<file path="config.mk">
export PLATFORM = sky130hd
export DESIGN_NAME = sci_ctrl
export DESIGN_NICKNAME = d
export VERILOG_FILES = /design/src/core/sci_pkg.sv /design/src/core/sci_clkdiv.sv /design/src/core/sci_ctrl.sv
export SDC_FILE = /design/constraint.sdc
export NUM_CORES = 1
export LEC_CHECK = 0
export BUFFER_PORTS_ARGS = -buffer_cell sky130_fd_sc_hd__buf_2
export CORE_MARGIN = 1.5
export CORE_UTILIZATION = 45
export CTS_BUF_LIST = sky130_fd_sc_hd__clkbuf_4 sky130_fd_sc_hd__clkbuf_8 sky130_fd_sc_hd__clkbuf_16
export DETAILED_ROUTE_END_ITERATION = 7
export PLACE_DENSITY = 0.68
export SLEW_MARGIN = 5
export SYNTH_ARGS = -nofsm -noshare
export SYNTH_HDL_FRONTEND = slang
export SYNTH_SLANG_ARGS = --single-unit
</file>
<file path="constraint.sdc">
create_clock -name i_clock -period 4.8 [get_ports i_clock]
set_clock_uncertainty 0.05 [all_clocks]
set_input_delay 0.96 -clock i_clock [delete_from_list [all_inputs] [get_ports i_clock]]
set_output_delay 0.96 -clock i_clock [all_outputs]
set_load 0.005 [all_outputs]
</file>
<file path="src/core/sci_pkg.sv">
package sci_pkg;
  // APB register byte offsets.
  localparam logic [7:0] SCI_CTRL_OFS = 8'h00;
  localparam logic [7:0] SCI_STAT_OFS = 8'h04;
  localparam logic [7:0] SCI_IRQ_OFS = 8'h08;
  localparam logic [7:0] SCI_MASK_OFS = 8'h0c;
  // Control register fields.
  localparam int SCI_CTRL_SW_EN = 0;
  localparam int SCI_CTRL_SW_CMD = 1;
  localparam logic [31:0] SCI_CTRL_RST = 32'h0000_0000;
  // Interrupt status fields, one per event.
  localparam int SCI_EV_CARD_PRESENCE = 0;
  localparam int SCI_EV_REMOVE = 1;
  localparam int SCI_EV_OVC = 2;
  localparam int SCI_EV_VCCF = 3;
  localparam int SCI_EV_VDDF = 4;
  localparam int SCI_EV_DEACT = 5;
  localparam int SCI_EV_W = 6;
  localparam logic [5:0] SCI_MASK_RST = 6'h00;
  // Divide select codes as {high, low}.
  localparam logic [1:0] SCI_DIV6 = 2'h0;
  localparam logic [1:0] SCI_DIV4 = 2'h1;
  localparam logic [1:0] SCI_DIV1 = 2'h2;
  localparam logic [1:0] SCI_DIV2 = 2'h3;
  // Timing: activation/deactivation step time and card clock limit.
  localparam int SCI_CLK_MHZ = 40;
  localparam int SCI_STEP_NS = 1000;
  localparam int SCI_STEP_CYC = (SCI_STEP_NS * SCI_CLK_MHZ + 999) / 1000;
  localparam int SCI_CARD_CLK_MAX_MHZ = 20;
  // Sequencer states.
  typedef enum logic [5:0]
  {
    SCI_IDLE = 6'h01,
    SCI_ACT = 6'h02,
    SCI_ON = 6'h04,
    SCI_D_CLK = 6'h08,
    SCI_D_IO = 6'h10,
    SCI_D_VCC = 6'h20
  } sci_state_e;
endpackage : sci_pkg

</file>
<file path="src/core/sci_clkdiv.sv">
`timescale 1ns/1ps
// Card clock divider on the system clock; the oscillator is sampled as a pin.
module sci_clkdiv
  import sci_pkg::*;
(
  // Clock and reset.
  input wire logic i_clock,
  input wire logic i_rst_b,
  // Control.
  input wire logic i_osc,
  input wire logic [1:0] i_div_sel,
  input wire logic i_run,
  // Output.
  output logic o_card_clk
);
  logic [2:0] osc_sync_reg;
  logic osc_reg;
  logic osc_rise;
  logic [2:0] cnt_reg;
  logic [2:0] cnt_next;
  logic [2:0] half;
  logic clk_reg;
  logic clk_next;
  logic toggle;

  // Three flops; the oscillator counts once stages two and three agree.
  always_ff @(posedge i_clock)
  begin
    if (!i_rst_b)
    begin
      osc_sync_reg <= 3'h0;
      osc_reg <= 1'b0;
    end
    else
    begin
      osc_sync_reg <= {osc_sync_reg[1:0], i_osc};
      if (osc_sync_reg[1] == osc_sync_reg[2])
        osc_reg <= osc_sync_reg[2];
    end
  end
  assign osc_rise = (osc_sync_reg[1] == osc_sync_reg[2]) && osc_sync_reg[2] && !osc_reg;

  // Edges counted per half period: divide N toggles every N/2 source edges.
  // Divide by one follows the oscillator level itself.
  assign half = (i_div_sel == SCI_DIV6) ? 3'h3 :
                (i_div_sel == SCI_DIV4) ? 3'h2 : 3'h1;
  // A count left above the new end point by a divide change wraps at once, not after 8 edges.
  assign toggle = osc_rise && (cnt_reg >= half - 3'h1);
  assign cnt_next = !i_run ? 3'h0 : toggle ? 3'h0 : osc_rise ? cnt_reg + 3'h1 : cnt_reg;
  assign clk_next = !i_run ? 1'b0 :
                    (i_div_sel == SCI_DIV1) ? osc_reg :
                    toggle ? !clk_reg : clk_reg;

  // Stopped clock parks low; as a flop on the system clock it never beats above half of it.
  always_ff @(posedge i_clock)
  begin
    if (!i_rst_b)
    begin
      cnt_reg <= 3'h0;
      clk_reg <= 1'b0;
    end
    else
    begin
      cnt_reg <= cnt_next;
      clk_reg <= clk_next;
    end
  end
  assign o_card_clk = clk_reg;
endmodule : sci_clkdiv

</file>
<file path="src/core/sci_ctrl.sv">
`timescale 1ns/1ps
// Smart card interface control: sequencer, faults, data relay, APB status.
module sci_ctrl
  import sci_pkg::*;
#(
  parameter int STEP_CYC = SCI_STEP_CYC
)
(
  // Clock and reset.
  input wire logic i_clock,
  input wire logic i_rst_b,
  // Host control pins.
  input wire logic i_supply_command_n,
  input wire logic i_card_voltage_select,
  input wire logic i_divide_select_high,
  input wire logic i_divide_select_low,
  input wire logic i_card_reset_request,
  input wire logic i_oscillator_input,
  // Card status and fault detectors.
  input wire logic i_card_presence,
  input wire logic i_overcurrent,
  input wire logic i_vcc_fault,
  input wire logic i_vdd_fault,
  // Host data line, open drain.
  input wire logic i_host_data_line,
  output logic o_host_data_line,
  output logic o_host_data_line_oe,
  // Card data line, open drain.
  input wire logic i_card_data,
  output logic o_card_data,
  output logic o_card_data_oe,
  // Card outputs.
  output logic o_card_supply_en,
  output logic o_card_5v,
  output logic o_card_reset,
  output logic o_card_clock,
  // Interrupt pin, open drain.
  output logic o_int_b,
  output logic o_int_b_oe,
  // APB slave.
  input wire logic i_psel,
  input wire logic i_penable,
  input wire logic i_pwrite,
  input wire logic [7:0] i_paddr,
  input wire logic [31:0] i_pwdata,
  output logic [31:0] o_prdata,
  output logic o_pready,
  output logic o_pslverr
);
  // Pin synchronisers: three stages, a change counts when two and three agree.
  localparam int NPIN = 11;
  logic [NPIN-1:0] pin_raw;
  logic [NPIN-1:0] pin_s1_reg;
  logic [NPIN-1:0] pin_s2_reg;
  logic [NPIN-1:0] pin_s3_reg;
  logic [NPIN-1:0] pin_reg;
  assign pin_raw = {i_divide_select_high, i_divide_select_low, i_card_data, i_host_data_line,
                    i_vdd_fault, i_vcc_fault, i_overcurrent,
                    i_card_presence, i_card_reset_request, i_card_voltage_select,
                    i_supply_command_n};

  // Reset values mirror the pull resistors so nothing acts before sampling.
  // Both divide selects reset high like their pull-ups, giving divide by two.
  always_ff @(posedge i_clock)
  begin
    if (!i_rst_b)
    begin
      pin_s1_reg <= 11'h783;
      pin_s2_reg <= 11'h783;
      pin_s3_reg <= 11'h783;
      pin_reg <= 11'h783;
    end
    else
    begin
      pin_s1_reg <= pin_raw;
      pin_s2_reg <= pin_s1_reg;
      pin_s3_reg <= pin_s2_reg;
      pin_reg <= (pin_s2_reg & pin_s3_reg) | (pin_reg & (pin_s2_reg ^ pin_s3_reg));
    end
  end

  wire cmd_n = pin_reg[0];
  wire volt5 = pin_reg[1];
  wire rst_req = pin_reg[2];
  wire present = pin_reg[3]; // High means card inserted.
  wire ovc = pin_reg[4];
  wire vccf = pin_reg[5];
  wire vddf = pin_reg[6];
  wire host_in = pin_reg[7];
  wire card_in = pin_reg[8];
  wire div_low = pin_reg[9];
  wire div_high = pin_reg[10];

  // Registers.
  logic [1:0] ctrl_reg;
  logic [5:0] irq_reg;
  logic [5:0] irq_next;
  logic [5:0] mask_reg;
  logic [5:0] ev;
  logic present_d_reg;
  sci_state_e state_reg;
  sci_state_e state_next;
  logic [15:0] tmr_reg;
  logic tmr_done;
  logic fault;
  logic cmd_act;
  logic volt5_reg;
  logic [1:0] owner_reg;
  logic [1:0] owner_next;

  // Software override selects the command source when enabled.
  assign cmd_act = ctrl_reg[SCI_CTRL_SW_EN] ? ctrl_reg[SCI_CTRL_SW_CMD] : !cmd_n;
  assign fault = !present || ovc || vccf || vddf;
  assign tmr_done = (tmr_reg == 16'h0);

  // Sequencer next state; only it controls supply, clock and data.
  always_comb
  begin
    state_next = state_reg;
    case (state_reg)
      SCI_IDLE: if (cmd_act && present && !fault) state_next = SCI_ACT;
      SCI_ACT:
      begin
        if (fault || !cmd_act) state_next = SCI_D_CLK;
        else if (tmr_done) state_next = SCI_ON;
      end
      SCI_ON: if (fault || !cmd_act) state_next = SCI_D_CLK;
      SCI_D_CLK: if (tmr_done) state_next = SCI_D_IO;
      SCI_D_IO: if (tmr_done) state_next = SCI_D_VCC;
      SCI_D_VCC: if (tmr_done) state_next = SCI_IDLE;
      default: state_next = SCI_IDLE;
    endcase
  end

  // Step timer restarts on every state change.
  always_ff @(posedge i_clock)
  begin
    if (!i_rst_b)
    begin
      state_reg <= SCI_IDLE;
      tmr_reg <= 16'h0;
    end
    else
    begin
      state_reg <= state_next;
      tmr_reg <= (state_next != state_reg) ? 16'(STEP_CYC - 1) :
                 tmr_done ? 16'h0 : tmr_reg - 16'h1;
    end
  end

  // Voltage choice latched at idle; the register holds it steady while active.
  always_ff @(posedge i_clock)
  begin
    if (!i_rst_b)
      volt5_reg <= 1'b1;
    else if (state_reg == SCI_IDLE)
      volt5_reg <= volt5;
  end

  // Supply stays on until the last deactivation step.
  assign o_card_supply_en = (state_reg != SCI_IDLE);
  assign o_card_5v = volt5_reg;
  // Reset follows the host request only while fully on; drops first.
  always_ff @(posedge i_clock)
  begin
    if (!i_rst_b)
      o_card_reset <= 1'b0;
    else
      o_card_reset <= (state_reg == SCI_ON) && !fault && cmd_act && rst_req;
  end

  // Clock runs during activation and on, stops low at the clock step.
  // It keeps running until the reset drop has landed, so reset always falls first.
  sci_clkdiv u_div
  (
    .i_clock(i_clock),
    .i_rst_b(i_rst_b),
    .i_osc(i_oscillator_input),
    .i_div_sel({div_high, div_low}),
    .i_run((state_reg == SCI_ACT) || (state_reg == SCI_ON) ||
           ((state_reg == SCI_D_CLK) && o_card_reset)),
    .o_card_clk(o_card_clock)
  );

  // Data relay: owner 1 = host drives card line, 2 = card drives host line.
  // Owner 3 drives nothing and waits for both lines to read high again; without it the
  // delayed echo of our own drive would look like a fresh start from the other side.
  always_comb
  begin
    owner_next = owner_reg;
    if (state_reg != SCI_ON) owner_next = 2'h0;
    else if (owner_reg == 2'h0 && !host_in) owner_next = 2'h1;
    else if (owner_reg == 2'h0 && !card_in) owner_next = 2'h2;
    else if (owner_reg == 2'h1 && host_in) owner_next = 2'h3;
    else if (owner_reg == 2'h2 && card_in) owner_next = 2'h3;
    else if (owner_reg == 2'h3 && host_in && card_in) owner_next = 2'h0;
  end
  always_ff @(posedge i_clock)
  begin
    if (!i_rst_b)
      owner_reg <= 2'h0;
    else
      owner_reg <= owner_next;
  end
  // Card data is held low from the data step until the supply drops.
  assign o_card_data = 1'b0;
  assign o_card_data_oe = (owner_reg == 2'h1) || (state_reg == SCI_D_IO) ||
                          (state_reg == SCI_D_VCC);
  assign o_host_data_line = 1'b0;
  assign o_host_data_line_oe = (owner_reg == 2'h2);

  // Events: presence edge, removal, each fault, deactivation done.
  assign ev = {(state_reg == SCI_D_VCC) && tmr_done, vddf, vccf, ovc,
               !present && present_d_reg, present && !present_d_reg};
  // Set wins over a write-one clear.
  assign irq_next = (irq_reg & ~((i_psel && i_penable && i_pwrite &&
                    i_paddr == SCI_IRQ_OFS) ? i_pwdata[5:0] : 6'h0)) | ev;
  always_ff @(posedge i_clock)
  begin
    if (!i_rst_b)
    begin
      irq_reg <= 6'h0;
      present_d_reg <= 1'b0;
    end
    else
    begin
      irq_reg <= irq_next;
      present_d_reg <= present;
    end
  end
  // Open-drain active-low interrupt; the pad pull-up gives the high.
  assign o_int_b = 1'b0;
  assign o_int_b_oe = |(irq_reg & mask_reg);

  // APB: zero-wait, unmapped addresses answer with an error.
  wire acc = i_psel && i_penable;
  wire hit = (i_paddr == SCI_CTRL_OFS) || (i_paddr == SCI_STAT_OFS) ||
             (i_paddr == SCI_IRQ_OFS) || (i_paddr == SCI_MASK_OFS);
  assign o_pready = 1'b1;
  assign o_pslverr = acc && !hit;
  always_ff @(posedge i_clock)
  begin
    if (!i_rst_b)
    begin
      ctrl_reg <= SCI_CTRL_RST[1:0];
      mask_reg <= SCI_MASK_RST;
    end
    else if (acc && i_pwrite)
    begin
      if (i_paddr == SCI_CTRL_OFS) ctrl_reg <= i_pwdata[1:0];
      if (i_paddr == SCI_MASK_OFS) mask_reg <= i_pwdata[5:0];
    end
  end
  // Read data registered in the setup phase so it is stable at the access edge.
  always_ff @(posedge i_clock)
  begin
    if (!i_rst_b)
      o_prdata <= 32'h0;
    else if (i_psel && !i_penable)
    begin
      case (i_paddr)
        SCI_CTRL_OFS: o_prdata <= {30'h0, ctrl_reg};
        SCI_STAT_OFS: o_prdata <= {20'h0, owner_reg, state_reg, vddf, vccf, ovc, present};
        SCI_IRQ_OFS: o_prdata <= {26'h0, irq_reg};
        SCI_MASK_OFS: o_prdata <= {26'h0, mask_reg};
        default: o_prdata <= 32'h0;
      endcase
    end
  end

  // Assertions; helper nets name the start condition and a mask write.
  wire act_ok = (state_reg == SCI_IDLE) && cmd_act && present && !fault;
  wire mask_wr = acc && i_pwrite && (i_paddr == SCI_MASK_OFS);
endmodule : sci_ctrl

</file>
==> results of run 1 <==
-- worst reg2reg max path: stages (launching register included) --
cell and delay (ns):
dfxtp_1 0.34, inv_1 0.07, ha_1 0.16, nor3b_1 0.50
nand4_1 0.46, nor2_1 0.28, nor2_1 0.10, o211ai_4 0.56
a211oi_1 0.13
-- cells in the mapped netlist (3+ instances only) --
cell type,n,area (um2)
clkbuf_1,13,48.80
nor3_1,6,30.03
o21ai_0,9,45.04
a21oi_1,17,85.08
a22oi_1,15,112.6
nor3_2,10,100.1
buf_2,3,15.01
nand2b_1,24,150.1
nor4_1,10,62.56
xnor2_1,11,96.34
ha_1,17,212.7
nor2b_1,37,231.5
inv_1,8,30.03
nand2_1,40,150.1
dfxtp_1,105,2102
xor2_1,7,61.31
buf_4,25,187.7
o31a_1,5,43.79
nand3b_1,8,60.06
nand3_1,7,35.03
and3_1,4,25.02
buf_6,4,45.04
and2_1,21,131.4
mux2i_1,15,150.1
nor2_1,33,123.9
-- power by group --
part	switching [uW]	internal [uW]
Sequential	48.8	931
Clock	316	199
Combinational	205	168
Total	569	1300
-- layout make-up --
cell class	count	area [um2]
flip-flops and latches	105	2102
repair buffers	51	257.7
fillers	953	5144
clock buffers	9	123.9
inverters	8	30.03
well taps	136	170.2
clock inverters	7	60.06
multi-input cells	353	2344
-- cell families after synthesis --
family          after synthesis  synth area share (%)
simple gates                213                 26.14
flops                       105                 44.86
compound gates               63                 9.800
buf+inv                      53                 6.969
xor+xnor                     18                 3.364
fa+ha+maj                    17                 4.539
mux                          17                 4.165
other cells                   2                0.1603
-- metrics by stage --
stage	hold WS [ns]	setup WS [ns]	instances
global placement	0.3411	1.939	653
detailed placement	0.3525	1.927	653
floorplan	0.3363	2.240	511
global route	0.3965	1.696	669
CTS	0.3843	1.929	669
finish	0.3751	1.905	669
-- final timing paths --
| kind | cells past startpoint | from | end | slack, ns |
|---|---|---|---|---|
| worst max-delay path | 5 | i_paddr[5] | o_pslverr | 1.91 |
| worst min-delay path | 1 | pin_s1_reg[9] | pin_s2_reg[9] | 0.38 |
| worst max register to register | 8 | tmr_reg[1] | tmr_reg[7] | 2.02 |
| worst min register to register | 1 | pin_s1_reg[9] | pin_s2_reg[9] | 0.38 |
-- metal layers --
metal | wire length (um) | global-route usage, % | up-vias
met5 | 0 | 0 | -
met1 | 3935 | 19.78 | 1509
li1 | - | - | 1698
met3 | 367 | 3.244 | 15
met4 | 176 | 7.730 | 0
met2 | 3725 | 24.93 | 85
==> impl_metrics.ini, run 1 <==
[run_status]
outcome = completed

[finish]
utilization_pct = 49.72
final_common_cell = dfxtp_1
largest_reg_flops = 16
final_cell_mix = dfxtp_1 (105), buf_2 (50), nand2_1 (40)
n_antenna_cell = 0
drive_gt1_share_pct = 16.89
nets = 602
fin_area_um2 = 5087
area_delta_synth_final_pct = 8.571

[timing]
setup_viol = 0
fin_crit_ns = 2.895
tightest_slew_ns = 0.9783
fin_tns_setup_ns = 0
drv_slew = 0
final-hold-violation-count = 0
rsz0062_at_grt = no
slew_headroom_pct = 34.18
post-route-period-util_pct = 60.30
max_freq_ghz = 0.3455

[critical_path]
slowest_delay_ns = 0.28
startpoint_type = input port
criticalPathCategory = in -> out
path_max_fanout = 6
crit_chain = buf_2 -> nor4_1 -> nand2_1 -> and3_1 -> buf_2
path_delay_family = simple AND/OR/NAND/NOR gates
critPathRequiredTime_ns = 3.79
cp_num_buf_inv = 2
endpoint_kind = output port
crit_top_cell = buf_2
slowest_stage = nor4_1
worstPathArrival_ns = 1.88

[detailed_routing]
first_pass_iters = 4
drt_iter0_drc = 123
drc = 0
num_vias = 3307
wl_per_cell_um = 12.26
wirelength_um = 8205
viasPerCell = 4.943
postRouteAntennaNets = 0

[power]
irDropWorstVdd_uv = 152.9
powerDensity_nw_per_um2 = 367.0
power_uw = 1867
leakage_uw = 0.002101

[global_routing]
grt_max_degree = 52
grt_pass1_wl_um = 14030
grt_antenna_before_repair = 0
first_global_vias = 3138
grt-ovfl-total = 0
track_usage_pct = 15.54

[clock_tree]
numCtsBuffers = 9
cts.path.max_buffers = 2
path_clk_slew_ns = 0.11
ctsHoldBuffers = 0
h-tree-depth = 3
cts.repair.resized = 0
cts_tree = built
post-cts-setup-buffers = 0
root_buffer = clkbuf_8
cts.sinks = 105
clk-insertion-delay-late_ns = 0.37

[floorplan]
ios = 101
coreArea_um2 = 10230
die_y_um = 105.0
initial_core_util_pct = 45.80
placementRows = 37
die_area_um2 = 11030
die_x_um = 105.0

[synthesis]
syn_inst = 488
syn_avg_cell_area_um2 = 9.602
synthFlopType = dfxtp_1
synthArstFlopShare_pct = 0
ys_warn_count = 0
syn_area_um2 = 4686
synth_cell_types = 51
synth_edf_count = 0
ys_seq_elements = 105
yosysSeqAreaShare_pct = 44.86

[job]
drv_cap = 0

[placement]
numPortBuffers = 50
hpwl_um = 5906
place_area_um2 = 4903
gp_congestion = 0.8223

[hold_path]
hold_path.class = reg -> reg
No activity file was read; power rests on OpenSTA's default activity.
==> run 2: changes to the inputs <==
Settings changed: PLACE_DENSITY 0.68 to 0.71.
Clock period 4.8 ns to 2.5 ns, I/O delays scaled along.
==> run 2 against run 1 <==
Power grew 100%. Wire length is 1.7% higher. Sequential share of layout area is 0.90 points lower. Global-route usage increased by 0.48 points. Critical path depth up 4.
==> impl_metrics.ini, run 2 (same netlist as run 1, synthesis figures left out) <==
[detailed_routing]
wl_per_cell_um = 12.33
drt_iter0_drc = 127
postRouteAntennaNets = 0
viasPerCell = 4.914
num_vias = 3327
first_pass_iters = 4
drc = 0
wirelength_um = 8347

[floorplan]
die_x_um = 105.0
coreArea_um2 = 10230
die_y_um = 105.0
ios = 101
initial_core_util_pct = 45.80
die_area_um2 = 11030
placementRows = 37

[critical_path]
endpoint_kind = flip-flop
critPathRequiredTime_ns = 2.71
startpoint_type = flip-flop
criticalPathCategory = reg -> reg
crit_path_start = tmr_reg[0]
reg2reg_from = tmr_reg[0]
path_max_fanout = 16
worstPathArrival_ns = 2.56

[timing]
slew_headroom_pct = 61.09
rsz0062_at_grt = no
fin_crit_ns = 2.345
tightest_slew_ns = 0.5783
setup_viol = 0
whs_ns = 0.2552
final-hold-violation-count = 0
max_freq_ghz = 0.4264
finalWorstSetupSlack_ns = 0.1550
fin_tns_setup_ns = 0
post-route-period-util_pct = 93.80
drv_slew = 0

[placement]
placedCellCount = 661
hpwl_um = 5971
gp_congestion = 0.8351
dpl_worst_slack_ns = 0.1732
place_area_um2 = 4989
numPortBuffers = 50

[hold_path]
hold_path.class = in -> reg
hp-start = i_host_data_line

[clock_tree]
numCtsBuffers = 9
cts.repair.resized = 0
post-cts-setup-buffers = 0
h-tree-depth = 3
ctsHoldBuffers = 0
cts_tree = built
cts.path.max_buffers = 2
clk-insertion-delay-late_ns = 0.37
root_buffer = clkbuf_8
cts.sinks = 105
path_clk_slew_ns = 0.10

[global_routing]
grt_max_degree = 55
grt_use_met2_pct = 25.49
busiest_layer = met2
grt_antenna_before_repair = 0
grt_use_met3_pct = 4.055
grt_pass1_wl_um = 14500
gr-usage-met1_pct = 20.95
first_global_vias = 3238
track_usage_pct = 16.03
grt-ovfl-total = 0

[power]
leakage_uw = 0.002161
irDropWorstVdd_uv = 323.9
powerDensity_nw_per_um2 = 724.4

[run_status]
outcome = completed

[finish]
final_common_cell = dfxtp_1
fillers = 942
final_cell_mix = dfxtp_1 (104), buf_2 (50), nand2_1 (40)
multi_input_area_um2 = 2344
ff_latch_area_um2 = 2103
n_antenna_cell = 0
largest_reg_flops = 16
fin_area_um2 = 5204
area_delta_synth_final_pct = 11.05
drive_gt1_share_pct = 18.30
nets = 610
fin_cells = 677

[job]
drv_cap = 0
run 2: power by group:
part | switching (uW) | total, uW | leakage [uW] | internal (uW)
sequential | 93.3 | 1880 | 0.000857 | 1790
combinational | 410 | 784 | 0.00120 | 374
clock | 600 | 1100 | 0.000109 | 505
total | 1100 | 3770 | 0.00216 | 2670
run 2: path summary, 6_finish.rpt:
check                       end  cells past startpoint  slack, ns
setup / recovery     tmr_reg[1]                      9       0.16
hold reg to reg   pin_s2_reg[9]                      1       0.37
hold / removal    pin_s1_reg[7]                      2       0.26
setup reg to reg     tmr_reg[1]                      9       0.16
run 2: metal layers:
metal,up-vias,wire length [um]
li1,1713,-
met3,16,411
met4,0,143
met5,-,0
met1,1506,4140
met2,92,3651
run 2: final cells by class:
| class | instances | share of cell area [%] |
|---|---|---|
| timing repair buffer | 59 | 6.588 |
| tap | 136 | 3.270 |
| sequential | 105 | 40.42 |
| inverter | 8 | 0.5771 |
| multi-input combinational | 353 | 45.03 |
| clock buffer | 10 | 2.645 |
| clock inverter | 6 | 1.467 |
run 2: stage by stage:
stage | power, uW | util [%]
4_1_cts | 3805 | 50.85
3_3_place_gp | 2671 | 48.76
2_1_floorplan | 2535 | -
6_report | 3769 | 50.86
5_1_grt | 3993 | 50.86
3_5_place_dp | 2699 | 48.76
run 2: worst max-delay path: stages (launching register included):
cell and delay (ns):
dfxtp_1 0.38, inv_1 0.06, ha_1 0.21, nor3b_1 0.14, buf_4 0.15, and4_1 0.20
nor4_1 0.46, o211ai_4 0.13, buf_12 0.17, o31a_1 0.28
